File: src/verilog/dds_pkg.sv
/*
  Shared constants of the synthesis core: widths, control bit positions,
  transfer code values and pipeline depths.
  Assumes nothing beyond a SystemVerilog compiler.
*/
`default_nettype none
package dds_pkg;
  // ************************************************************
  // Widths
  // ************************************************************
  localparam int ACC_W    = 32;
  localparam int PHASE_W  = 12;
  localparam int IQ_W     = 20;
  localparam int AMP_W    = 10;
  localparam int CTRL_W   = 4;
  localparam int DATA_W   = 16;
  localparam int BYTE_W   = 8;
  localparam int TC_W     = 4;
  // ************************************************************
  // Control field positions and reset values
  // ************************************************************
  localparam int BUS_WIDTH_BIT     = 0;
  localparam int SLEEP_BIT         = 1;
  localparam int AMP_MOD_EN_BIT    = 2;
  localparam int SYNC_BYPASS_BIT   = 3;
  localparam logic [3:0]  CTRL_RST   = 4'h0;
  localparam logic [31:0] STEP_RST   = 32'h0000_0000;
  localparam logic [11:0] OFFSET_RST = 12'h000;
  localparam logic [19:0] IQ_RST     = 20'h0_0000;
  // ************************************************************
  // Transfer code fields: top two bits pick the source
  // ************************************************************
  localparam logic [1:0] TC_SRC_CTRL   = 2'h0;
  localparam logic [1:0] TC_SRC_PAR    = 2'h2;
  localparam logic [1:0] TC_SRC_SER    = 2'h3;
  localparam logic [1:0] TC_DST_STEP_A = 2'h0;
  localparam logic [1:0] TC_DST_STEP_B = 2'h1;
  localparam logic [1:0] TC_DST_OFFSET = 2'h2;
  localparam logic [1:0] TC_DST_IQ     = 2'h3;
  // ************************************************************
  // Timing and datapath constants
  // ************************************************************
  localparam int SYNC_STAGES = 4;
  localparam int CTL_W       = 1 + 1 + TC_W; // select, load, code
  localparam int FRAC_LSB    = 9;            // amplitude is value/512
  localparam logic [11:0] QUARTER_TURN = 12'h400;
  localparam logic [9:0]  DAC_MSB_FLIP = 10'h200;
endpackage : dds_pkg
`default_nettype wire
File: src/verilog/dds_nco_modulator_core.sv
/*
  Synthesis core: parallel and serial assembly registers, transfer into
  control and modulation registers, control synchroniser, 32-bit phase
  accumulator, phase offset, sine/cosine generation, I/Q amplitude
  multipliers and the 10-bit DAC code.
  Assumes all pins are synchronous to i_ref_clk; the DAC itself is outside.
*/
// Operation
// - Narrow bus: ignore upper byte, shift assembly left eight per write.
// - Wide bus: shift assembly left sixteen per write, two writes fill it.
// - Sleep bit stops internal clocking and switches DAC current off.
// - Modulation disabled: sine value goes straight to the DAC code.
// - Modulation enabled: sine and cosine pass through I/Q multipliers.
// - Sync bypass clear: select, load, code pass a four stage pipeline.
// - Sync bypass set: select, load, code are used directly.
// - Control register loads only from the parallel assembly register.
// - 32-bit accumulator adds chosen step, wraps modulo two to 32.
// - Select low uses first step word, high uses second.
// - Changing step word never reloads the accumulator.
// - Phase offset adds to the accumulator's top bits.
// - Tables use only the top twelve phase bits.
// - Cosine scaled by amplitude bits 9..0, sine by bits 19..10.
// - I plus Q sum wraps in ten bits, never saturates.
// - A ten-bit DAC code is delivered every cycle while awake; asleep it holds.
// - Amplitude fields are ten-bit two's complement fractions.
// - Register clear input zeroes control and modulation registers.
`timescale 1ns/1ps
`default_nettype none
module dds_nco_modulator_core
  import dds_pkg::*;
(
  // Clock and reset
  input  wire logic              i_ref_clk,
  input  wire logic              i_nrst,
  input  wire logic              i_reg_clear,
  // Parallel write port
  input  wire logic              i_cs_n,
  input  wire logic              i_wr_n,
  input  wire logic [DATA_W-1:0] i_data,
  // Serial write port
  input  wire logic              i_sclk,
  input  wire logic              i_sdata,
  // Transfer and frequency control
  input  wire logic              i_load,
  input  wire logic [TC_W-1:0]   i_transfer_code,
  input  wire logic              i_freq_pick_input,
  input  wire logic              i_sleep,
  // DAC side
  output logic [AMP_W-1:0]       o_dac_code,
  output logic                   o_dac_enable
);

  // ************************************************************
  // Sine of a 12-bit phase, 10-bit two's complement
  // ************************************************************
  // Parabolic quarter wave; cheaper than a 4096 entry table
  function automatic logic [AMP_W-1:0] sine_of(input logic [11:0] ph);
    logic [9:0]  x;
    logic [21:0] sq;
    logic [9:0]  mag;
    x   = ph[10] ? ~ph[9:0] : ph[9:0];
    sq  = {12'h000, x} * (22'h0007ff - {12'h000, x});
    mag = {1'b0, sq[19:11]};
    return ph[11] ? (10'h000 - mag) : mag;
  endfunction : sine_of

  // ************************************************************
  // Registers
  // ************************************************************
  logic [ACC_W-1:0]   par_reg;
  logic [ACC_W-1:0]   ser_reg;
  logic               strobe_d_reg;
  logic               sclk_d_reg;
  logic               load_d_reg;
  logic [CTRL_W-1:0]  control_config_reg;
  logic [ACC_W-1:0]   step_word_a_reg;
  logic [ACC_W-1:0]   step_word_b_reg;
  logic [PHASE_W-1:0] phase_offset_word_reg;
  logic [IQ_W-1:0]    iq_amplitude_word_reg;
  logic [CTL_W-1:0]   sync_reg [SYNC_STAGES];
  logic [ACC_W-1:0]   acc_reg;
  logic [PHASE_W-1:0] phase_reg;
  logic [AMP_W-1:0]   sin_reg;
  logic [AMP_W-1:0]   cos_reg;
  logic [AMP_W-1:0]   prod_i_reg;
  logic [AMP_W-1:0]   prod_q_reg;
  logic [AMP_W-1:0]   sin_d_reg;

  // ************************************************************
  // Decode and selection
  // ************************************************************
  wire logic             bus_width_bit = control_config_reg[BUS_WIDTH_BIT];
  wire logic             sleep_bit     = control_config_reg[SLEEP_BIT];
  wire logic             amplitude_mod_enable_bit =
                           control_config_reg[AMP_MOD_EN_BIT];
  wire logic             sync_bypass_bit = control_config_reg[SYNC_BYPASS_BIT];
  wire logic             strobe   = ~i_cs_n & ~i_wr_n;
  wire logic             wr_start = strobe & ~strobe_d_reg;
  wire logic             sclk_rise = i_sclk & ~sclk_d_reg;
  wire logic [CTL_W-1:0] ctl_raw  = {i_freq_pick_input, i_load,
                                     i_transfer_code};
  // Bypass trades metastability safety for four cycles less latency
  wire logic [CTL_W-1:0] ctl_eff  = sync_bypass_bit ? ctl_raw
                                    : sync_reg[SYNC_STAGES-1];
  wire logic             sel_eff  = ctl_eff[CTL_W-1];
  wire logic             load_eff = ctl_eff[TC_W];
  wire logic [TC_W-1:0]  tc_eff   = ctl_eff[TC_W-1:0];
  wire logic             load_start = load_eff & ~load_d_reg;
  wire logic [1:0]       tc_src   = tc_eff[3:2];
  wire logic [1:0]       tc_dst   = tc_eff[1:0];
  // Only the parallel source may reach the control register
  wire logic             ld_ctrl  = load_start & (tc_src == TC_SRC_CTRL);
  wire logic             ld_mod   = load_start &
                                    (tc_src == TC_SRC_PAR ||
                                     tc_src == TC_SRC_SER);
  wire logic [ACC_W-1:0] mod_src  = (tc_src == TC_SRC_SER) ? ser_reg : par_reg;
  // Upper data byte never enters in narrow mode
  wire logic [ACC_W-1:0] par_next = bus_width_bit
    ? {par_reg[ACC_W-DATA_W-1:0], i_data}
    : {par_reg[ACC_W-BYTE_W-1:0], i_data[BYTE_W-1:0]};
  wire logic             asleep   = sleep_bit | i_sleep;
  wire logic             run      = ~asleep;
  // Step word chosen per cycle; accumulator is never reloaded
  wire logic [ACC_W-1:0] step = sel_eff ? step_word_b_reg
                                        : step_word_a_reg;
  wire logic [PHASE_W-1:0] phase_next =
    acc_reg[ACC_W-1:ACC_W-PHASE_W] + phase_offset_word_reg;
  wire logic signed [AMP_W-1:0] amp_i = iq_amplitude_word_reg[9:0];
  wire logic signed [AMP_W-1:0] amp_q = iq_amplitude_word_reg[19:10];
  // Signed fraction products, scaled back to ten bits
  wire logic signed [2*AMP_W-1:0] mul_i =
    (2*AMP_W)'($signed(cos_reg)) * (2*AMP_W)'(amp_i);
  wire logic signed [2*AMP_W-1:0] mul_q =
    (2*AMP_W)'($signed(sin_reg)) * (2*AMP_W)'(amp_q);
  // Ten-bit sum rolls over; range is the host's job
  wire logic [AMP_W-1:0] iq_sum   = prod_i_reg + prod_q_reg;
  wire logic [AMP_W-1:0] code_two = amplitude_mod_enable_bit
                                    ? iq_sum : sin_d_reg;

  // ************************************************************
  // Port edge detectors and assembly registers
  // ************************************************************
  // Shift on the first cycle of each write strobe
  always_ff @(posedge i_ref_clk or negedge i_nrst) begin
    if (!i_nrst) begin
      par_reg      <= STEP_RST;
      strobe_d_reg <= 1'b0;
    end else begin
      strobe_d_reg <= strobe;
      if (wr_start) begin
        par_reg <= par_next;
      end
    end
  end

  // Serial data enters MSB first on each clock rise
  always_ff @(posedge i_ref_clk or negedge i_nrst) begin
    if (!i_nrst) begin
      ser_reg    <= STEP_RST;
      sclk_d_reg <= 1'b0;
    end else begin
      sclk_d_reg <= i_sclk;
      if (sclk_rise) begin
        ser_reg <= {ser_reg[ACC_W-2:0], i_sdata};
      end
    end
  end

  // ************************************************************
  // Control synchroniser
  // ************************************************************
  // Runs even asleep so a wake-up transfer is not lost
  generate
    for (genvar s = 0; s < SYNC_STAGES; s++) begin : g_sync
      always_ff @(posedge i_ref_clk or negedge i_nrst) begin
        if (!i_nrst) begin
          sync_reg[s] <= '0;
        end else if (s == 0) begin
          sync_reg[s] <= ctl_raw;
        end else begin
          sync_reg[s] <= sync_reg[s-1];
        end
      end
    end
  endgenerate

  // ************************************************************
  // Transfers into control and modulation registers
  // ************************************************************
  // One transfer per load rise; the clear input wins
  always_ff @(posedge i_ref_clk or negedge i_nrst) begin
    if (!i_nrst) begin
      load_d_reg            <= 1'b0;
      control_config_reg    <= CTRL_RST;
      step_word_a_reg       <= STEP_RST;
      step_word_b_reg       <= STEP_RST;
      phase_offset_word_reg <= OFFSET_RST;
      iq_amplitude_word_reg <= IQ_RST;
    end else begin
      load_d_reg <= load_eff;
      if (i_reg_clear) begin
        control_config_reg    <= CTRL_RST;
        step_word_a_reg       <= STEP_RST;
        step_word_b_reg       <= STEP_RST;
        phase_offset_word_reg <= OFFSET_RST;
        iq_amplitude_word_reg <= IQ_RST;
      end else if (ld_ctrl) begin
        control_config_reg <= par_reg[CTRL_W-1:0];
      end else if (ld_mod) begin
        case (tc_dst)
          TC_DST_STEP_A: step_word_a_reg       <= mod_src;
          TC_DST_STEP_B: step_word_b_reg       <= mod_src;
          TC_DST_OFFSET: phase_offset_word_reg <= mod_src[PHASE_W-1:0];
          TC_DST_IQ:     iq_amplitude_word_reg <= mod_src[IQ_W-1:0];
          default:       step_word_a_reg       <= step_word_a_reg;
        endcase
      end
    end
  end

  // ************************************************************
  // Phase accumulator and phase offset
  // ************************************************************
  always_ff @(posedge i_ref_clk or negedge i_nrst) begin
    if (!i_nrst) begin
      acc_reg   <= STEP_RST;
      phase_reg <= OFFSET_RST;
    end else if (run) begin
      acc_reg   <= acc_reg + step;
      phase_reg <= phase_next;
    end
  end

  // ************************************************************
  // Tables, multipliers and DAC code
  // ************************************************************
  // Stages hold while asleep, as if their clock stopped
  always_ff @(posedge i_ref_clk or negedge i_nrst) begin
    if (!i_nrst) begin
      sin_reg      <= '0;
      cos_reg      <= '0;
      prod_i_reg   <= '0;
      prod_q_reg   <= '0;
      sin_d_reg    <= '0;
      o_dac_code   <= DAC_MSB_FLIP;
      o_dac_enable <= 1'b0;
    end else begin
      o_dac_enable <= run;
      if (run) begin
        sin_reg    <= sine_of(phase_reg);
        cos_reg    <= sine_of(phase_reg + QUARTER_TURN);
        prod_i_reg <= mul_i[FRAC_LSB+AMP_W-1:FRAC_LSB];
        prod_q_reg <= mul_q[FRAC_LSB+AMP_W-1:FRAC_LSB];
        sin_d_reg  <= sin_reg;
        o_dac_code <= code_two ^ DAC_MSB_FLIP;
      end
    end
  end
endmodule : dds_nco_modulator_core
`default_nettype wire

File: config.mk
export PLATFORM = sky130hd
export DESIGN_NAME = dds_nco_modulator_core
export DESIGN_NICKNAME = d
export VERILOG_FILES = /design/src/verilog/dds_pkg.sv /design/src/verilog/dds_nco_modulator_core.sv
export SDC_FILE = /design/constraint.sdc
export NUM_CORES = 1
export LEC_CHECK = 0
export ABC_AREA = 1
export BUFFER_PORTS_ARGS = -buffer_cell sky130_fd_sc_hd__buf_2
export CAP_MARGIN = 40
export CELL_PAD_IN_SITES_DETAIL_PLACEMENT = 0
export CELL_PAD_IN_SITES_GLOBAL_PLACEMENT = 1
export CORE_ASPECT_RATIO = 1.1
export CORE_UTILIZATION = 25
export DETAILED_ROUTE_END_ITERATION = 7
export PLACE_DENSITY_LB_ADDON = 0.1
export SLEW_MARGIN = 10
export SYNTH_ARGS = -nofsm -noshare
export SYNTH_HDL_FRONTEND = slang
export SYNTH_SLANG_ARGS = --single-unit
File: constraint.sdc
create_clock -name i_ref_clk -period 6.63 [get_ports i_ref_clk]
set_clock_uncertainty 0.1 [all_clocks]
set_input_delay 1.326 -clock i_ref_clk [delete_from_list [all_inputs] [get_ports i_ref_clk]]
set_output_delay 1.326 -clock i_ref_clk [all_outputs]
set_load 0.05 [all_outputs]
==> results.md <==
* Area growth syn-to-layout at 11.9%
* Worst path arrival time at ~6400 ps
* Cell variety after synth at 51
* Mean post-synth cell area at ~8 µm²
* I/O pins at a little over 40
* Row count at ~130
* Post-CTS Setup Bufs at 0
* Clk root buf: clkbuf_16
* Initial DRC count at approximately 1100
* CP Launch Point: phase_reg[10]
* Vias in the first global route at roughly 24000
* Gpl congestion at between 0.7 and 0.8
* Vias at roughly 23000
* All-Layer GR Usage at 16.1%
* FF-to-FF Start: phase_reg[10]
* Post-layout minimum cycle time at between 6000 and 7000 ps
* CTS tree: yes
* Slew @ Worst Pin at 923 ps
* CP Max Fanout at 10
* H-Tree Level Count at 2
* R2R cell count at 29
* Final net count at 4297
* Worst stage delay on the critical path at between 500 and 600 ps
* CTS Buf Count at 41
* Clock Latency Late Sink at 620 ps
* Max cap viols at 0
* IO buf count at 40
* Starting Density at 25.3%
* Startpoint class of the critical path: register
* CP most frequent cell: nand2_1
* Worst-path clk slew at approximately 60 ps
* Status: finished, final reports clean
* Core area at about 120000 µm²
* Worst slew margin at between 30% and 40%
* CP max-delay cell: fa_1
* Worst endpoint required time at 7000 ps
* Ant diodes at 0
* Min-Delay Startpoint: sync_reg[16]
* Critical path class: reg2reg
* Max Root-Sink Buffers at 3
* Most area-consuming cells after synthesis: dfrtp_1, fa_1, nand2_1
* Hold path depth at 0
* TritonRoute pass-1 iters at 5
* Top-area cell type share of the netlist area at about a quarter
* DRC at 0
* Die area at 119000 µm²
* Share of layout cells above drive strength 1 at around 7.5%
* Synth Cell Area at approximately 30000 µm²
* # fillers at 12700
* Worst min path class: reg2reg
* Clk sinks at between 200 and 300
* Critical path endpoint category: register
* Final worst path period share at 91.5%
* TNS Setup at 0 ps
* CTS Hold Bufs at 0
* First-pass GRT wire length at 148000 µm
* Gr ovfl total at 0
* Die height at between 300 and 400 µm
* Unrepaired setup endpoints after global routing: false
* Seq/Total Area, Yosys at about 25%
* Routed wire length at about 94000 µm
* Drt via density at 4.31
* Dpl hpwl at between 70000 and 80000 µm
* Gate count of the mapped netlist at 3696
* Chip width at 329 µm
* Initial antenna violation count at 9
* Fmax at ~0.16 GHz
* Synth Net Count at approximately 4300
* Largest net degree at the start of global routing at between 100 and 150
* Synthesized flop and latch total at 296
* ANT nets after route at 0
* Cell taking the most area after synthesis: dfrtp_1
* WL/cell at 17.8 µm
* Setup violators final at 0
* Synth warnings at 0
* Cts repair resizes at 0
* Pins Over Slew Limit at 0
* Final Hold Violating Endpoints at 0
[cells in the final DEF (no fill, tap or decap), drive strengths merged, types with 2 or more instances in the layout]
cell / Yosys / routed
clkinv: 2 / 13
o311ai: 2 / 2
a31oi: 28 / 28
mux2i: 2 / 2
fa: 293 / 293
o22ai: 4 / 4
a21boi: 2 / 2
xnor2: 39 / 39
o31ai: 3 / 3
dfrtp: 295 / 295
a221oi: 5 / 5
and2: 7 / 7
o21a: 5 / 5
bufinv: 0 / 3
a21oi: 132 / 132
o211ai: 20 / 20
nand3: 130 / 130
nand4: 26 / 26
clkbuf: 105 / 54
a21o: 12 / 12
o21bai: 10 / 10
or2: 21 / 21
a211oi: 3 / 3
nand3b: 14 / 14
nor3: 13 / 13
buf: 30 / 103
inv: 710 / 713
o21ai: 272 / 272
clkinvlp: 0 / 5
nor4: 2 / 2
mux2: 40 / 40
nand2: 903 / 903
nor2: 260 / 260
ha: 267 / 267
xor2: 33 / 33
[per-stage QoR]
stage	hold WS (ps)	setup slack, ps	std cells	utilization, %	instance area, µm²
floorplan	231	730	3696	-	29400
CTS	245	540	5269	28.3	32900
global route	251	60.1	5269	28.3	32900
finish	243	562	5269	28.3	32900
detailed placement	236	564	5193	27.1	31500
global placement	231	555	5182	27.0	31400
[Yosys cell counts, drive strengths merged]
library cell / number
o22ai: 4
nand4: 26
a21oi: 132
nand3: 130
xnor2: 39
clkinv: 2
dfstp: 1
nor3: 13
o31ai: 3
and2: 7
a221oi: 5
nor4: 2
buf: 30
a31o: 1
o211ai: 20
clkbuf: 105
a31oi: 28
dfrtp: 295
or3b: 1
fa: 293
o21bai: 10
a22oi: 1
ha: 267
a21boi: 2
mux2i: 2
or2: 21
a22o: 1
xor2: 33
a211oi: 3
nand2: 903
a21o: 12
nand3b: 14
mux2: 40
o311ai: 2
o21ai: 272
o221ai: 1
o21a: 5
inv: 710
nor2: 260
[cell families after synthesis]
group | Yosys count | synth area share, %
buf+inv | 847 | 11.1
xor+xnor | 72 | 2.21
simple gates | 1377 | 18.9
compound gates | 502 | 9.75
mux | 42 | 1.60
fa+ha+maj | 560 | 31.3
flops | 296 | 25.2
[critical path, delay by kind of cell (launching register included)]
kind | cells | cell delay, ps
adder cells (fa/ha/maj) | 7 | 3000
AND/OR/NAND/NOR | 14 | 1330
buffers and inverters | 7 | 840
flip-flops | 1 | 430
XOR/XNOR | 1 | 250
[cell type report]
cell class                 instances  area (µm²)  share of cell area, %
multi-input combinational       2553       18800                   57.1
sequential                       296        7410                   22.5
inverter                         712        2680                   8.13
tap                             1529        1910                   5.81
clock buffer                      54        1130                   3.45
timing repair buffer             103         711                   2.16
clock inverter                    22         274                  0.832
[routing by layer]
metal / track usage (%) / up-vias / part of all wire, %
met1: 22.1 / 10900 / 48
met3: 1.30 / 75 / 2.1
met5: 0 / - / 0
li1: - / 11500 / -
met4: 3.50 / 0 / 1.8
met2: 27.5 / 217 / 48
[worst paths after layout]
| check | to | slack, ps |
|---|---|---|
| max reg2reg | cos_reg[8] | 560 |
| max | cos_reg[8] | 560 |
| min | sync_reg[10] | 240 |
| max in group asynchronous | acc_reg[6] | 4550 |
| min reg2reg | sync_reg[10] | 240 |
| min in group asynchronous | strobe_d_reg | 590 |
Power is left out: the tool's default activity adds up to more than one toggle a clock period on the data nets, which glitch-free logic cannot reach.
